--- config.mk ---
export PLATFORM = sky130hd
export DESIGN_NAME = fsl_host_ctrl
export DESIGN_NICKNAME = d
export VERILOG_FILES = /design/src/pkg/fsl_pkg.sv /design/src/design/fsl_host_ctrl.sv /design/src/design/fsl_bus_cycle.sv
export SDC_FILE = /design/constraint.sdc
export NUM_CORES = 1
export LEC_CHECK = 0
export BUFFER_PORTS_ARGS = -buffer_cell sky130_fd_sc_hd__buf_2
export CORE_UTILIZATION = 57
export DETAILED_ROUTE_END_ITERATION = 7
export PLACE_DENSITY = 0.8
export SLEW_MARGIN = 20
export SYNTH_ARGS = -nofsm -noshare
export SYNTH_HDL_FRONTEND = slang
export SYNTH_HIERARCHICAL = 1
export SYNTH_SLANG_ARGS = --single-unit
--- constraint.sdc ---
create_clock -name CLK_SYS -period 3.4 [get_ports CLK_SYS]
set_clock_uncertainty 0.1 [all_clocks]
set_input_delay 0.68 -clock CLK_SYS [delete_from_list [all_inputs] [get_ports CLK_SYS]]
set_output_delay 0.68 -clock CLK_SYS [all_outputs]
set_load 0.02 [all_outputs]
--- src/pkg/fsl_pkg.sv ---
// Shared constants for the flash command host: software register map,
// operation codes, device command words and pin timing.
// Assumes a 10 MHz system clock and a word-wide flash data bus.
package fsl_pkg;

	// Flash bus widths
	localparam int ADDR_W = 20;                    // Flash word address width
	localparam int DATA_W = 16;                    // Flash data width

	// Software register offsets
	localparam logic [2:0] REG_CMD    = 3'h0;      // Write: start an operation
	localparam logic [2:0] REG_ADDR   = 3'h1;      // Operand address
	localparam logic [2:0] REG_WDATA  = 3'h2;      // Operand data
	localparam logic [2:0] REG_STATUS = 3'h3;      // Read: state, write: clear error
	localparam logic [2:0] REG_RDATA  = 3'h4;      // Last word read from the flash

	// Status register bit positions
	localparam int ST_BUSY = 0;                    // Sequencer working
	localparam int ST_RDY  = 1;                    // Synchronised ready/busy line
	localparam int ST_FAIL = 2;                    // Last status read showed op_fail_flag
	localparam int ST_VPP  = 3;                    // Last status read showed supply_low_flag
	localparam int ST_MODE = 4;                    // Device in identification or query mode
	localparam int ST_SUSP = 5;                    // Program or erase suspended
	localparam int ST_ERR  = 6;                    // Command refused

	// Operations software may order
	typedef enum logic [3:0] {
		OP_READ, OP_STATUS, OP_IDENT_ENTRY, OP_IDENT_EXIT, OP_QUERY,
		OP_SUSPEND, OP_RESUME, OP_SECT_LOCK, OP_PROG_SECREG, OP_LOCK_SECREG
	} fsl_op_t;

	// Device status bits and lock bit on the data bus
	localparam int DQ_FAIL_BIT = 5;                // op_fail_flag
	localparam int DQ_VPP_BIT  = 3;                // supply_low_flag
	localparam int DQ_LOCK_BIT = 1;                // lock_data_bit

	// Device command addresses and codes
	localparam logic [ADDR_W-1:0] UNLOCK_A1  = 20'h00555;  // First unlock address
	localparam logic [ADDR_W-1:0] UNLOCK_A2  = 20'h00aaa;  // Second unlock address
	localparam logic [ADDR_W-1:0] QUERY_ADDR = 20'h00055;  // Query entry address
	localparam logic [ADDR_W-1:0] SECREG_LCK = 20'h00080;  // User half lock location
	localparam logic [7:0] CMD_UNLK1   = 8'haa;    // Unlock code one
	localparam logic [7:0] CMD_UNLK2   = 8'h55;    // Unlock code two
	localparam logic [7:0] CMD_SETUP   = 8'h80;    // Extended setup
	localparam logic [7:0] CMD_LOCKDN  = 8'h60;    // Sector lockdown
	localparam logic [7:0] CMD_SUSPEND = 8'hb0;    // Erase/program suspend
	localparam logic [7:0] CMD_RESUME  = 8'h30;    // Erase/program resume
	localparam logic [7:0] CMD_QUERY   = 8'h98;    // Query entry
	localparam logic [7:0] CMD_ENTRY   = 8'h90;    // ident_mode_entry
	localparam logic [7:0] CMD_EXIT    = 8'hf0;    // ident_mode_exit
	localparam logic [7:0] CMD_SECREG  = 8'hc0;    // Security register program/lock
	localparam logic [DATA_W-1:0] SECREG_LOCK_DATA = 16'hfffd;  // lock_data_bit low

	// Timing
	localparam int CLK_NS      = 100;              // System clock period
	localparam int PULSE_NS    = 100;              // Least strobe low time
	localparam int ERS_SUSP_US = 15;               // Longest erase suspend latency
	localparam int PRG_SUSP_US = 20;               // Longest program suspend latency
	localparam int PULSE_CYC   = (PULSE_NS + CLK_NS - 1) / CLK_NS;
	localparam int SUSP_US     = (ERS_SUSP_US > PRG_SUSP_US) ? ERS_SUSP_US : PRG_SUSP_US;
	localparam int SUSP_CYC    = (SUSP_US * 1000 + CLK_NS - 1) / CLK_NS;
	localparam int SYNC_CYC    = 2;                // Extra read strobe for input sync

endpackage

--- src/design/fsl_host_ctrl.sv ---
// Host-side controller for a parallel NOR flash: runs status reads,
// lockdown, suspend/resume, security register and query commands.
// Assumes a software master on the plain register port and the flash pins
// wired straight to the device; ready/busy is pulled up outside.
//
// The address-and-strobe port and the register addresses are this design's own decisions.
`timescale 1ns/100ps
// Functional notes
// - After failure flag, host issues identification exit
// - Supply-low flag; host then issues identification exit
// - Host resumes erase with one write
// - Suspend and resume are single writes
// - Lock command carries lock bit zero
// - Host exits identification before suspend, resume, lockdown and security register operations
// - Address before strobe fall, data past rise
module fsl_host_ctrl #(
	parameter int SUSP_WAIT = fsl_pkg::SUSP_CYC    // Cycles allowed for suspend
) (
	input  wire logic        CLK_SYS,              // System clock, 10 MHz
	input  wire logic        RESET,                // Synchronous reset, high
	input  wire logic [2:0]  SW_ADDR,              // Register offset
	input  wire logic [31:0] SW_WDATA,             // Register write data
	input  wire logic        SW_WR,                // Write strobe
	input  wire logic        SW_RD,                // Read strobe
	output logic      [31:0] SW_RDATA,             // Read data, cycle after strobe
	output logic      [19:0] FL_ADDR,              // Flash address
	output logic      [15:0] FL_DQ_O,              // Flash data out
	input  wire logic [15:0] FL_DQ_I,              // Flash data in
	output logic             FL_DQ_OE_N,           // Low while host drives data
	output logic             FL_CE_N,              // Chip select
	output logic             FL_WE_N,              // Write strobe
	output logic             FL_OE_N,              // Output enable
	output logic             FL_RESET_N,           // Device reset
	input  wire logic        FL_READY              // Ready/busy line
);
	typedef enum logic [2:0] {S_IDLE, S_EXIT, S_STEP, S_WAIT, S_CHECK, S_SUSP} fsl_st_t;

	fsl_st_t           state_q;                    // Sequencer state
	fsl_pkg::fsl_op_t  op_q;                       // Operation in progress
	logic [2:0]        step_q;                     // Bus cycle within the operation
	logic              exit_q;                     // Engine is running an exit write
	logic              post_q;                     // Exit ends the operation
	logic              mode_q;                     // Device outside array read mode
	logic              fail_q, vpp_q;              // Flags from the last status read
	logic              susp_q;                     // Suspend in effect
	logic              err_q;                      // Refused command, sticky
	logic [15:0]       cnt_q;                      // Suspend wait counter
	logic [19:0]       uaddr_q;                    // Operand address
	logic [15:0]       udata_q, rdata_q;           // Operand and result data
	logic              cmd_wr;                     // Software wrote the command register
	logic              cmd_legal;                  // Opcode known
	fsl_pkg::fsl_op_t  cmd_op;                     // Decoded opcode
	fsl_pkg::fsl_op_t  eng_op;                     // Operation feeding the engine
	logic [2:0]        eng_step;                   // Step feeding the engine
	logic              eng_start, eng_done, rdy_s; // Engine handshake
	logic [35:0]       eng_word;                   // Address and data of the step
	logic [15:0]       eng_rdata;                  // Engine read data

	// Bus cycles making up each operation
	function automatic logic [2:0] op_len(input fsl_pkg::fsl_op_t op);
		unique case (op)
			fsl_pkg::OP_IDENT_ENTRY: op_len = 3'd3;
			fsl_pkg::OP_PROG_SECREG, fsl_pkg::OP_LOCK_SECREG: op_len = 3'd4;
			fsl_pkg::OP_SECT_LOCK: op_len = 3'd6;
			default: op_len = 3'd1;
		endcase
	endfunction

	// Address and data of one bus cycle; codes sit in the low byte
	function automatic logic [35:0] step_word(input fsl_pkg::fsl_op_t op,
			input logic [2:0] k, input logic [19:0] ua, input logic [15:0] ud);
		logic [7:0] code;
		code = fsl_pkg::CMD_UNLK1;
		step_word = {fsl_pkg::UNLOCK_A1, 8'h00, code};
		if (k == 3'd1 || k == 3'd4) begin                 // Second unlock write
			step_word = {fsl_pkg::UNLOCK_A2, 8'h00, fsl_pkg::CMD_UNLK2};
		end
		unique case (op)
			fsl_pkg::OP_READ, fsl_pkg::OP_STATUS: step_word = {ua, 16'h0000};
			fsl_pkg::OP_IDENT_EXIT: step_word = {fsl_pkg::UNLOCK_A1, 8'h00, fsl_pkg::CMD_EXIT};
			fsl_pkg::OP_QUERY: step_word = {fsl_pkg::QUERY_ADDR, 8'h00, fsl_pkg::CMD_QUERY};
			fsl_pkg::OP_SUSPEND: step_word = {20'h00000, 8'h00, fsl_pkg::CMD_SUSPEND};
			fsl_pkg::OP_RESUME: step_word = {20'h00000, 8'h00, fsl_pkg::CMD_RESUME};
			fsl_pkg::OP_IDENT_ENTRY: if (k == 3'd2) begin
				step_word = {fsl_pkg::UNLOCK_A1, 8'h00, fsl_pkg::CMD_ENTRY};
			end
			fsl_pkg::OP_SECT_LOCK: if (k == 3'd2) begin
				step_word = {fsl_pkg::UNLOCK_A1, 8'h00, fsl_pkg::CMD_SETUP};
			end else if (k == 3'd5) begin
				step_word = {ua, 8'h00, fsl_pkg::CMD_LOCKDN};
			end
			fsl_pkg::OP_PROG_SECREG, fsl_pkg::OP_LOCK_SECREG: if (k == 3'd2) begin
				step_word = {fsl_pkg::UNLOCK_A1, 8'h00, fsl_pkg::CMD_SECREG};
			end else if (k == 3'd3) begin                 // Lock write keeps the bit low
				step_word = (op == fsl_pkg::OP_LOCK_SECREG) ?
					{fsl_pkg::SECREG_LCK, fsl_pkg::SECREG_LOCK_DATA} : {ua, ud};
			end
		endcase
	endfunction

	// Command decode; opcodes past the last are refused
	assign cmd_wr    = SW_WR && (SW_ADDR == fsl_pkg::REG_CMD);
	assign cmd_legal = SW_WDATA[3:0] <= 4'(fsl_pkg::OP_LOCK_SECREG);
	assign cmd_op    = fsl_pkg::fsl_op_t'(SW_WDATA[3:0]);

	// Exit writes reuse the single-cycle exit step
	assign eng_op    = (state_q == S_EXIT) ? fsl_pkg::OP_IDENT_EXIT : op_q;
	assign eng_step  = (state_q == S_EXIT) ? 3'd0 : step_q;
	assign eng_start = (state_q == S_EXIT) || (state_q == S_STEP);
	assign eng_word  = step_word(eng_op, eng_step, uaddr_q, udata_q);

	fsl_bus_cycle u_cycle (
		.clk        (CLK_SYS),
		.rst        (RESET),
		.start      (eng_start),
		.is_read    (eng_op == fsl_pkg::OP_READ || eng_op == fsl_pkg::OP_STATUS),
		.addr       (eng_word[35:16]),
		.wdata      (eng_word[15:0]),
		.done       (eng_done),
		.rdata      (eng_rdata),
		.rdy_s      (rdy_s),
		.fl_addr    (FL_ADDR),
		.fl_dq_o    (FL_DQ_O),
		.fl_dq_oe_n (FL_DQ_OE_N),
		.fl_dq_i    (FL_DQ_I),
		.fl_ce_n    (FL_CE_N),
		.fl_we_n    (FL_WE_N),
		.fl_oe_n    (FL_OE_N),
		.fl_ready   (FL_READY)
	);

	// Device reset follows the system reset
	always_ff @(posedge CLK_SYS) begin
		if (RESET) begin
			FL_RESET_N <= 1'b0;
		end else begin
			FL_RESET_N <= 1'b1;
		end
	end

	// Operand registers
	always_ff @(posedge CLK_SYS) begin
		if (RESET) begin
			uaddr_q <= 20'h00000;
			udata_q <= 16'h0000;
		end else if (SW_WR && SW_ADDR == fsl_pkg::REG_ADDR) begin
			uaddr_q <= SW_WDATA[19:0];
		end else if (SW_WR && SW_ADDR == fsl_pkg::REG_WDATA) begin
			udata_q <= SW_WDATA[15:0];
		end
	end

	// Error flag: a refusal in the clearing cycle still sets it
	always_ff @(posedge CLK_SYS) begin
		if (RESET) begin
			err_q <= 1'b0;
		end else if (cmd_wr && (state_q != S_IDLE || !cmd_legal)) begin
			err_q <= 1'b1;
		end else if (SW_WR && SW_ADDR == fsl_pkg::REG_STATUS) begin
			err_q <= 1'b0;
		end
	end

	// Sequencer: optional exit, the operation's cycles, then follow-up
	always_ff @(posedge CLK_SYS) begin
		if (RESET) begin
			state_q <= S_IDLE;
			op_q <= fsl_pkg::OP_READ;
			step_q <= 3'd0;
			exit_q <= 1'b0;
			post_q <= 1'b0;
			mode_q <= 1'b0;
			fail_q <= 1'b0;
			vpp_q <= 1'b0;
			susp_q <= 1'b0;
			cnt_q <= 16'h0000;
			rdata_q <= 16'h0000;
		end else begin
			unique case (state_q)
				S_IDLE: if (cmd_wr && cmd_legal) begin
					op_q <= cmd_op;
					step_q <= 3'd0;
					post_q <= 1'b0;
					// Leave identification mode before any operation past query (suspend, resume, lockdown, security register)
					if (mode_q && cmd_op > fsl_pkg::OP_QUERY) begin
						state_q <= S_EXIT;
					end else begin
						state_q <= S_STEP;
					end
				end
				S_EXIT: begin
					exit_q <= 1'b1;
					state_q <= S_WAIT;
				end
				S_STEP: state_q <= S_WAIT;
				S_WAIT: if (eng_done) begin
					if (exit_q) begin                    // Exit finished, back in read mode
						exit_q <= 1'b0;
						mode_q <= 1'b0;
						state_q <= post_q ? S_IDLE : S_STEP;
					end else if (step_q != op_len(op_q) - 3'd1) begin
						step_q <= step_q + 3'd1;
						state_q <= S_STEP;
					end else begin
						state_q <= S_IDLE;
						unique case (op_q)
							fsl_pkg::OP_READ: rdata_q <= eng_rdata;
							fsl_pkg::OP_STATUS: begin
								rdata_q <= eng_rdata;
								fail_q <= eng_rdata[fsl_pkg::DQ_FAIL_BIT];
								vpp_q <= eng_rdata[fsl_pkg::DQ_VPP_BIT];
								state_q <= S_CHECK;
							end
							fsl_pkg::OP_IDENT_ENTRY, fsl_pkg::OP_QUERY: mode_q <= 1'b1;
							fsl_pkg::OP_IDENT_EXIT: mode_q <= 1'b0;
							fsl_pkg::OP_SUSPEND: begin       // Give the device its latency
								cnt_q <= 16'(SUSP_WAIT - 1);
								state_q <= S_SUSP;
							end
							fsl_pkg::OP_RESUME: susp_q <= 1'b0;
							default: ;
						endcase
					end
				end
				// A set failure or supply flag leaves the device in status mode
				S_CHECK: if (fail_q || vpp_q) begin
					post_q <= 1'b1;
					state_q <= S_EXIT;
				end else begin
					state_q <= S_IDLE;
				end
				S_SUSP: if (cnt_q == 16'h0000) begin  // Worst-case suspend time has passed
					susp_q <= 1'b1;
					state_q <= S_IDLE;
				end else begin
					cnt_q <= cnt_q - 16'h0001;
				end
				default: state_q <= S_IDLE;
			endcase
		end
	end

	// Register read port, data one cycle after the strobe
	always_ff @(posedge CLK_SYS) begin
		if (RESET) begin
			SW_RDATA <= 32'h00000000;
		end else if (SW_RD && SW_ADDR == fsl_pkg::REG_STATUS) begin
			SW_RDATA <= {25'h0000000, err_q, susp_q, mode_q, vpp_q, fail_q, rdy_s,
				state_q != S_IDLE};
		end else if (SW_RD && SW_ADDR == fsl_pkg::REG_RDATA) begin
			SW_RDATA <= {16'h0000, rdata_q};
		end else if (SW_RD && SW_ADDR == fsl_pkg::REG_ADDR) begin
			SW_RDATA <= {12'h000, uaddr_q};
		end else begin
			SW_RDATA <= 32'h00000000;
		end
	end
endmodule

--- src/design/fsl_bus_cycle.sv ---
// One asynchronous flash bus cycle, write or read, on the device pins.
// Assumes a one-cycle start pulse while idle; pin inputs are synchronised here.
`timescale 1ns/100ps
module fsl_bus_cycle #(
	parameter int PULSE = fsl_pkg::PULSE_CYC       // Strobe low cycles
) (
	input  wire logic        clk,                  // System clock
	input  wire logic        rst,                  // Synchronous reset, high
	input  wire logic        start,                // Start a cycle (idle only)
	input  wire logic        is_read,              // Read rather than write
	input  wire logic [19:0] addr,                 // Cycle address
	input  wire logic [15:0] wdata,                // Write data
	output logic             done,                 // Cycle finished, one pulse
	output logic      [15:0] rdata,                // Captured read data
	output logic             rdy_s,                // Synchronised ready line
	output logic      [19:0] fl_addr,              // Flash address pins
	output logic      [15:0] fl_dq_o,              // Flash data out
	output logic             fl_dq_oe_n,           // Low while driving data
	input  wire logic [15:0] fl_dq_i,              // Flash data in
	output logic             fl_ce_n,              // Chip select, low
	output logic             fl_we_n,              // Write strobe, low
	output logic             fl_oe_n,              // Output enable, low
	input  wire logic        fl_ready              // Open-drain ready/busy line
);
	typedef enum logic [1:0] {E_IDLE, E_SETUP, E_STROBE, E_HOLD} fsl_est_t;

	localparam logic [7:0] WR_LEN = 8'(PULSE - 1);                   // Write strobe
	localparam logic [7:0] RD_LEN = 8'(PULSE + fsl_pkg::SYNC_CYC - 1); // Read strobe

	fsl_est_t    st_q;                             // Cycle phase
	logic [7:0]  cnt_q;                            // Strobe countdown
	logic        rd_q;                             // Current cycle is a read
	logic [15:0] dq_s1_q, dq_s2_q;                 // Data input synchroniser
	logic        rdy_s1_q, rdy_s2_q;               // Ready input synchroniser

	// Two flops on every pin input; only the second is read
	always_ff @(posedge clk) begin
		if (rst) begin
			dq_s1_q  <= 16'h0000;
			dq_s2_q  <= 16'h0000;
			rdy_s1_q <= 1'b0;
			rdy_s2_q <= 1'b0;
		end else begin
			dq_s1_q  <= fl_dq_i;
			dq_s2_q  <= dq_s1_q;
			rdy_s1_q <= fl_ready;
			rdy_s2_q <= rdy_s1_q;
		end
	end

	assign rdy_s = rdy_s2_q;

	// Address set before the strobe falls, data held past its rise
	always_ff @(posedge clk) begin
		if (rst) begin
			st_q <= E_IDLE;
			cnt_q <= 8'h00;
			rd_q <= 1'b0;
			done <= 1'b0;
			rdata <= 16'h0000;
			fl_addr <= 20'h00000;
			fl_dq_o <= 16'h0000;
			fl_dq_oe_n <= 1'b1;
			fl_ce_n <= 1'b1;
			fl_we_n <= 1'b1;
			fl_oe_n <= 1'b1;
		end else begin
			done <= 1'b0;
			unique case (st_q)
				E_IDLE: if (start) begin                // Present address, select chip
					st_q <= E_SETUP;
					rd_q <= is_read;
					fl_addr <= addr;
					fl_dq_o <= wdata;
					fl_dq_oe_n <= is_read;
					fl_ce_n <= 1'b0;
				end
				E_SETUP: begin                          // Strobe falls after address is stable
					st_q <= E_STROBE;
					cnt_q <= rd_q ? RD_LEN : WR_LEN;
					fl_we_n <= rd_q;
					fl_oe_n <= !rd_q;
				end
				E_STROBE: if (cnt_q == 8'h00) begin    // Write strobe rises before select
					st_q <= E_HOLD;
					fl_we_n <= 1'b1;
					fl_oe_n <= 1'b1;
					if (rd_q) begin
						rdata <= dq_s2_q;
					end
				end else begin
					cnt_q <= cnt_q - 8'h01;
				end
				E_HOLD: begin                           // Release the bus after data hold
					st_q <= E_IDLE;
					fl_ce_n <= 1'b1;
					fl_dq_oe_n <= 1'b1;
					done <= 1'b1;
				end
			endcase
		end
	end
endmodule

==> flow_summary.toml, run 1 <==
[yosys]
synthTopCellsByArea = "dfxtp_1, nand2_1, a21oi_1, nor2_1, mux2i_1"
synth_compound_area_share_pct = 17.88
synthAdderAreaFrac_pct = 1.274
synth.area.mux_share_pct = 3.314
seq_area_frac_synth_pct = 47.13
synth-edff-count = 0
yosys.area_share.simple_pct = 24.48
synth_warnings = 6
synth_common_cells = "nand2_1, dfxtp_1, a21oi_1"
ys_async_sr_fraction_pct = 0
synth_top_cell_by_area = "dfxtp_1"
synth-xor-area-share_pct = 0.6939
syn_area_per_cell_sq_um = 8.352
synth_ff_type = "dfxtp_1"
yosysUniqueCellTypes = 85
synth_top_family_by_area = "simple AND/OR/NAND/NOR gates"
syn_area_sq_um = 8836
yosysTopAreaCellShare_pct = 47.13
ys_ff_latch = 208
yosysMostFrequentCell = "nand2_1"
synthCells = 1058

[setup_path]
critical_path.slowest_cell = "dfxtp_1"
crit_buf_inv = 0
endpoint = "rdata_q[2]"
cpPeakStageDelay_ns = 0.70
crit_type = "register to register"
worstPathArrival_ns = 3.34
crit_chain = "and4b_4 > or2_2 > ha_1 > xor2_1 > nor4_4 > o2111ai_4 > mux2i_1 > nor2_1"
worstRegToRegCells = 8
critPathRequiredTime_ns = 3.66
r2r_start = "op_q[1]"
reg2reg_setup_slack_ns = 0.33
cp_top_family = "flip-flops"
startpoint = "op_q[1]"
crit_cells = 8
crit_fanout = 17
start_kind = "register"
crit_path_end_kind = "register"
r2r_end = "rdata_q[2]"

[sta]
min_period_ns = 3.072
max_freq_ghz = 0.3256
fin_crit_sh_pct = 90.34
setup_tns_ns = 0
worst_pin_slew_ns = 0.7795
setup_viol = 0
setup_slack_ns = 0.3284
hold_viol = 0
whs_ns = 0.2749
drv_slew = 0
grt_setup_unrepaired = "false"
maxSlewHeadroom_pct = 48.01

[global_route]
grt_pass1_vias = 6787
grt_max_degree = 77
grt_pass1_wl_um = 33350
antenna_found_initial = 0
track_usage_pct = 25.76
grt_overflow_total = 0

[outcome]
status = "finished, final reports clean"

[run]
max_cap_viol_count = 0

[drt]
via_count = 7580
drt_wl_total_um = 21070
drc = 0
drt_iter0_drc = 827
postRouteAntennaNets = 0
first_pass_iters = 8
wl_per_cell_um = 15.79
viasPerCell = 5.682

[die]
die_area_sq_um = 16000
ios = 129
die_x_um = 126.5
num_rows = 45
fp.dieH_um = 126.5
core_area_sq_um = 15150
start_util_pct = 58.34

[cts]
clkLatencyLatePin_ns = 0.51
cts_tree = "yes"
cts.clk_slew.worst_paths_ns = 0.06
htree_levels = 1
cts_made_buffers = 22
cts_setup_buffers = 0
cts-root-buf = "clkbuf_16"
hold_buffers = 0
cts_sinks = 208
cts_resized = 0
cts_buffer_depth = 3

[pwr]
p_leak_nw = 4.236
powerDensity_nw_per_um2 = 580.5
peakVddDrop_mv = 0.5960

[placed_design]
hpwl_um = 14290
portBuffers = 104
gp_congestion = 0.8687
pre_cts_slack_ns = 0.4362

[finish]
n_fill_cell = 1261
area_growth_pct = 15.36
fin_nets = 1195
drive_gt1_share_pct = 16.06
antennaDiodeCount = 0

[min_path]
hp-class = "input port to register"
min-delay-start = "FL_DQ_I[5]"
## how the worst min path moves through the flow
| stage | endpoint | slack, ns | depth (start not counted) |
|---|---|---|---|
| after floorplan | u_cycle/dq_s2_q[0] | 0.31 | 1 |
| after global placement | u_cycle/dq_s2_q[12] | 0.32 | 1 |
| after detailed placement | u_cycle/rdy_s | 0.33 | 1 |
| after CTS | u_cycle/dq_s1_q[15] | 0.26 | 2 |
| after global routing | u_cycle/dq_s1_q[2] | 0.27 | 2 |
| final | u_cycle/dq_s1_q[5] | 0.27 | 2 |
## flip-flops by register name (all words and copies together) (netlist names), 16 cells and up
name	cells
u_cycle/dq_s2_q	16
SW_RDATA	20
u_cycle/fl_dq_o	16
rdata_q	16
uaddr_q	20
u_cycle/fl_addr	20
u_cycle/rdata	16
u_cycle/dq_s1_q	16
udata_q	16
cnt_q	16
## worst reg2reg max path, delay by kind of cell (launching register included)
kind | cells | cell delay, ns
xor gates and xnor gates | 1 | 0.33
muxes | 1 | 0.30
and+or+nand+nor | 4 | 0.69
adders and majority gates | 1 | 0.15
AOI/OAI and AO/OA | 1 | 0.67
DFF | 1 | 0.70
## layout by cell type (no fill, tap or decap), types with 5 or more instances in the layout
cell and count:
a211oi_1 5, a21oi_1 122, a222oi_1 7, a22oi_1 9
a311oi_1 6, a31oi_1 7, and2_1 12, and3_1 6
buf_2 103, buf_4 12, bufinv_16 6, clkbuf_16 22
conb_1 12, dfxtp_1 208, ha_1 9, inv_1 18
mux2i_1 27, nand2_1 227, nand2b_1 6, nand3_1 9
nor2_1 93, nor2b_1 39, nor3_1 17, o21a_1 5
o21ai_0 23, o31ai_1 9, o32ai_1 5, or2_2 6
or3_1 6, or4_1 7
## stage by stage
stage | cell area [sq um] | std cells | power [mW] | utilization [%]
after floorplan | 8877 | 1069 | 3.114 | -
after detailed placement | 9356 | 1294 | 3.255 | 61.78
after CTS | 10190 | 1334 | 5.946 | 67.30
final | 10190 | 1334 | 5.918 | 67.30
after global placement | 9356 | 1294 | 3.235 | 61.78
after global routing | 10190 | 1334 | 6.129 | 67.30
## layer usage
| metal | vias to the layer above | part of all wire, % | global-route usage, % |
|---|---|---|---|
| met5 | - | 0 | 0 |
| met4 | 0 | 2.9 | 8.505 |
| met3 | 41 | 5.6 | 3.754 |
| met2 | 221 | 47 | 43.09 |
| met1 | 3553 | 45 | 34.24 |
| li1 | 3765 | - | - |
## area by class of cell
cell class / instances / area, sq um / area share [%]
clock buffers: 26 / 595.6 / 5.843
clock inverters: 14 / 241.5 / 2.369
inverters: 21 / 78.83 / 0.7733
multi-input cells: 761 / 4262 / 41.81
flip-flops and latches: 208 / 4164 / 40.85
well taps: 188 / 235.2 / 2.308
repair buffers: 116 / 616.8 / 6.051
## cell families after synthesis
family,after synthesis
xor+xnor,7
compound gates,243
other cells,1
fa+ha+maj,9
flops,208
mux,29
buf+inv,100
simple gates,461
## power by group
| part | switching [mW] | leakage (nW) | internal (mW) |
|---|---|---|---|
| Clock | 0.988 | 0.410 | 1.72 |
| Sequential | 0.0765 | 1.69 | 2.52 |
| Combinational | 0.373 | 2.14 | 0.240 |
No activity file was read; power rests on OpenSTA's default activity.
==> run 2, diff against run 1 <==
--- a/config.mk
+++ b/config.mk
@@ -12,5 +12,4 @@
 export SLEW_MARGIN = 20
 export SYNTH_ARGS = -nofsm -noshare
 export SYNTH_HDL_FRONTEND = slang
-export SYNTH_HIERARCHICAL = 1
 export SYNTH_SLANG_ARGS = --single-unit
==> run 2 against run 1 <==
  * Register-to-register slack improved by 0.11 ns
  * Maximum frequency rose by 3.8%
  * Critical endpoint is now mode_q
  * Clock power fell by 16%
  * Sequential power fell by 2%
==> flow_summary.toml, run 2 <==
[outcome]
status = "finished, final reports clean"

[drt]
wl_per_cell_um = 15.87
postRouteAntennaNets = 0
first_pass_iters = 7
drt_wl_total_um = 20350
drt_iter0_drc = 680
drc = 0
via_count = 7377
viasPerCell = 5.754

[yosys]
synth_top_cell_by_area = "dfxtp_1"
synth_common_cells = "dfxtp_1, nand2_1, a21oi_1, nor2_1, clkbuf_1"
synthTopCellsByArea = "dfxtp_1, nand2_1, a21oi_1, nor2_1, mux2i_1"
synth-edff-count = 0
synth_ff_type = "dfxtp_1"
syn_area_sq_um = 8638
yosysUniqueCellTypes = 68
yosysMostFrequentCell = "dfxtp_1"
ys_ff_latch = 208
yosysTopAreaCellShare_pct = 48.20
synth_warnings = 0
synthCells = 1001
ys_async_sr_fraction_pct = 0
seq_area_frac_synth_pct = 48.20
syn_area_per_cell_sq_um = 8.630

[global_route]
track_usage_pct = 25.91
grt_pass1_vias = 6648
grt_overflow_total = 0
antenna_found_initial = 2
grt_max_degree = 72
grt_pass1_wl_um = 33460

[cts]
cts_buffer_depth = 3
cts_sinks = 208
cts_made_buffers = 21
cts_resized = 0
hold_buffers = 0
cts_tree = "yes"
cts.clk_slew.worst_paths_ns = 0.07
cts_setup_buffers = 0
htree_levels = 1
cts-root-buf = "clkbuf_16"
clkLatencyLatePin_ns = 0.49

[finish]
final_common_cell = "dfxtp_1"
layoutNonFillerInstCount = 1282
fin_nets = 1147
area_growth_pct = 14.75
layout_common_cells = "dfxtp_1, nand2_1, nor2_1, a21oi_1, buf_2"
reg_top3 = "SW_RDATA (20), u_cycle.fl_addr (20), uaddr_q (20)"
drive_gt1_share_pct = 17.26
n_fill_cell = 1190

[die]
ios = 129
fp.dieH_um = 125.1
die_x_um = 125.1
core_area_sq_um = 14640
num_rows = 44
die_area_sq_um = 15650
start_util_pct = 58.99

[pwr]
peakVddDrop_mv = 0.3863
p_leak_nw = 3.972
powerDensity_nw_per_um2 = 537.8

[placed_design]
dp_cells = 1243
portBuffers = 104
hpwl_um = 14010
gp_congestion = 0.9050

[sta]
setup_tns_ns = 0
max_freq_ghz = 0.3380
min_period_ns = 2.958
grt_setup_unrepaired = "false"
setup_viol = 0
drv_slew = 0
hold_viol = 0
whs_ns = 0.2914
worst_pin_slew_ns = 0.7259
fin_crit_sh_pct = 87.01
maxSlewHeadroom_pct = 51.00

[setup_path]
start_kind = "register"
worstPathArrival_ns = 3.27
crit_type = "register to register"
crit_path_end_kind = "register"
crit_fanout = 13
critPathRequiredTime_ns = 3.71

[min_path]
hp-class = "input port to register"

[run]
max_cap_viol_count = 0
[run 2: critical path, cell delays in order, from the launching register on]
cell,delay (ns)
dfxtp_1,0.44
nor4b_1,0.54
nor2_1,0.11
ha_1,0.21
xnor2_1,0.29
and4_1,0.30
o21ai_2,0.15
or4_1,0.50
a211oi_1,0.23
[run 2: per-layer routing]
metal  GRT usage (%)  up-vias  wire [um]
li1                -     3612          -
met1           35.48     3425       8973
met2           42.13      298       9403
met3           3.209       42       1446
met4           9.397        0        527
met5               0        -          0
[run 2: area by class of cell]
class	count	area [sq um]	area share, %
Sequential cell	208	4164	42.01
Multi-Input combinational cell	715	4110	41.47
Timing Repair Buffer	122	670.6	6.766
Clock buffer	25	560.5	5.655
Tap cell	184	230.2	2.323
Clock inverter	11	116.4	1.174
Inverter	14	52.55	0.5302
Antenna cell	3	7.507	0.07574
[run 2: power by group]
part | total, mW | internal (mW) | leakage (nW) | switching (mW)
Sequential | 2.55 | 2.51 | 1.69 | 0.0469
Combinational | 0.494 | 0.181 | 1.95 | 0.313
Clock | 2.28 | 1.33 | 0.340 | 0.950
Total | 5.33 | 4.02 | 3.97 | 1.31
[run 2: path summary, 6_finish.rpt]
kind / end / from / slack (ns) / depth (start not counted)
min: u_cycle.dq_s1_q[12] / FL_DQ_I[12] / 0.29 / 2
max reg2reg: mode_q / op_q[2] / 0.44 / 8
min reg2reg: u_cycle.rdy_s / u_cycle.rdy_s1_q / 0.33 / 1
max: mode_q / op_q[2] / 0.44 / 8
[run 2: kinds of logic (layout without fill, tap and decap cells)]
logic type	after synthesis	after routing	synth area share, %
xor+xnor	22	22	2.231
compound gates	229	229	17.24
buf+inv	89	172	4.823
fa+ha+maj	9	9	1.304
mux	32	32	3.708
simple gates	411	411	22.45
flops	208	208	48.20
other cells	1	15	0.04341
[run 2: through the flow]
stage | util [%] | instance area, sq um | setup slack [ns] | power [mW]
global route | 67.67 | 9910 | 0.07481 | 5.532
CTS | 67.64 | 9905 | 0.4648 | 5.351
floorplan | - | 8680 | 0.5043 | 2.969
detailed placement | 63.01 | 9228 | 0.5035 | 3.095
finish | 67.69 | 9912 | 0.4417 | 5.331
global placement | 63.01 | 9228 | 0.5558 | 3.080
==> run 3, diff against run 2 <==
--- a/config.mk
+++ b/config.mk
@@ -8,6 +8,7 @@
 export BUFFER_PORTS_ARGS = -buffer_cell sky130_fd_sc_hd__buf_2
 export CORE_UTILIZATION = 57
 export DETAILED_ROUTE_END_ITERATION = 7
+export GPL_ROUTABILITY_DRIVEN = 0
 export PLACE_DENSITY = 0.8
 export SLEW_MARGIN = 20
 export SYNTH_ARGS = -nofsm -noshare
==> constraint.sdc (replaced) <==
create_clock -name CLK_SYS -period 3 [get_ports CLK_SYS]
set_clock_uncertainty 0.1 [all_clocks]
set_input_delay 0.6 -clock CLK_SYS [delete_from_list [all_inputs] [get_ports CLK_SYS]]
set_output_delay 0.6 -clock CLK_SYS [all_outputs]
set_load 0.02 [all_outputs]
==> run 3 against run 2 <==
  * Hold slack got worse by 0.077 ns
  * Maximum frequency rose by 6.9%
  * Routed wire length fell by 1.8%
  * Global-route usage fell by 0.45 points
  * Critical endpoint is now cnt_q[2]
  * Largest cell class unchanged
  * Largest power group unchanged
  * Highest routed layer unchanged
==> flow_summary.toml, run 3 (same netlist as run 2, synthesis figures left out) <==
[outcome]
status = "finished, final reports clean"

[min_path]
hp-class = "input port to register"

[cts]
cts.clk_slew.worst_paths_ns = 0.06
htree_levels = 1
cts_setup_buffers = 0
clkLatencyLatePin_ns = 0.49
cts-root-buf = "clkbuf_16"
cts_made_buffers = 21
cts_buffer_depth = 3
cts_tree = "yes"
hold_buffers = 0
cts_sinks = 208
cts_resized = 0

[die]
die_x_um = 125.1
num_rows = 44
fp.dieH_um = 125.1
core_area_sq_um = 14640
die_area_sq_um = 15650
ios = 129
start_util_pct = 58.99

[global_route]
grt_max_degree = 114
antenna_found_initial = 1
grt_pass1_vias = 6762
track_usage_pct = 25.46
grt_pass1_wl_um = 32890
grt_overflow_total = 0

[drt]
viasPerCell = 5.750
drc = 0
via_count = 7371
drt_iter0_drc = 774
wl_per_cell_um = 15.59
drt_wl_total_um = 19990
first_pass_iters = 8
postRouteAntennaNets = 0

[setup_path]
crit_chain = "or3b_4 > nand2_1 > ha_1 > xnor2_1 > and4_1 > o211a_1 > o21a_1 > a21oi_1 > a311oi_1"
crit_fanout = 9
crit_path_end_kind = "register"
cp_top_family = "compound AO/OA/AOI/OAI gates"
cpPeakStageDelay_ns = 0.47
crit_type = "register to register"
crit_buf_inv = 0
worstPathArrival_ns = 3.07
critical_path.slowest_cell = "dfxtp_1"
start_kind = "register"
critPathRequiredTime_ns = 3.30

[pwr]
power.net_switching_mw = 1.458
swShare_pct = 24.57
p_seq_share_pct = 48.8
power_frac_comb_pct = 9.3
p_leak_nw = 3.971
peakVddDrop_mv = 0.4530
p_int_mw = 4.475
powerDensity_nw_per_um2 = 598.3
clkPwrFrac_pct = 41.9

[finish]
reg_top3 = "SW_RDATA (20), u_cycle.fl_addr (20), uaddr_q (20)"
final_common_cell = "dfxtp_1"
register_area_sq_um = 4164
n_fill_cell = 1154
drive_gt1_share_pct = 17.41
final_util_pct = 67.71
fin_nets = 1149
multi_input_area_sq_um = 4116
area_growth_pct = 14.79
layout_common_cells = "dfxtp_1, nand2_1, nor2_1, a21oi_1, buf_2"

[sta]
max_freq_ghz = 0.3614
maxSlewHeadroom_pct = 53.52
setup_tns_ns = 0
hold_viol = 0
fin_crit_sh_pct = 92.23
drv_slew = 0
worst_pin_slew_ns = 0.6884
grt_setup_unrepaired = "false"
setup_viol = 0
min_period_ns = 2.767

[placed_design]
hpwl_um = 13680
portBuffers = 104

[run]
max_cap_viol_count = 0
==> run 3: cell count changes in the layout (fill, tap and decap cells not counted), sizes merged <==
cell      before  now
clkbuf        25   26
inv           15   16
clkinv         8    5
diode          3    1
clkinvlp       0    2
bufinv         2    1
buf          122  124
==> run 3: power groups by stage <==
stage / clock network (mW) / logic, mW / registers (mW)
after global placement: 0 / 0.535 / 2.95
after global routing: 2.62 / 0.625 / 2.90
final: 2.48 / 0.553 / 2.90
after floorplan: 0 / 0.409 / 2.96
after detailed placement: 0 / 0.549 / 2.95
after CTS: 2.52 / 0.553 / 2.89
==> run 3: metal layers <==
layer / GRT usage (%) / vias to the layer above / part of all wire [%]
li1: - / 3600 / -
met1: 34.04 / 3404 / 44
met4: 9.684 / 0 / 3.1
met5: 0 / - / 0
met3: 3.723 / 61 / 6.8
met2: 41.74 / 306 / 46
==> run 3: layout make-up <==
cell class	count	area share, %
clock buffer	26	5.691
sequential	208	41.99
multi-input combinational	715	41.51
timing repair buffer	124	7.041
clock inverter	10	0.8833
tap	184	2.322
antenna	1	0.02524
inverter	14	0.5300
==> run 3: worst paths after layout <==
path,slack [ns],end,depth (start not counted),start
max,0.23,cnt_q[2],9,op_q[3]
min,0.21,u_cycle.dq_s1_q[3],2,FL_DQ_I[3]
max reg2reg,0.23,cnt_q[2],9,op_q[3]
min reg2reg,0.33,u_cycle.fl_dq_o[4],2,u_cycle.fl_dq_o[4]
==> run 3: through the flow <==
stage	instance area [sq um]	hold WS (ns)	setup WS, ns	power (mW)	instances
6_report	9916	0.2148	0.2331	5.933	1282
5_1_grt	9916	0.2038	0.04096	6.149	1282
4_1_cts	9907	0.2024	0.2272	5.963	1281
3_5_place_dp	9255	0.3204	0.2625	3.503	1245
3_3_place_gp	9255	0.3173	0.3111	3.487	1245
2_1_floorplan	8680	0.3138	0.1043	3.365	1012
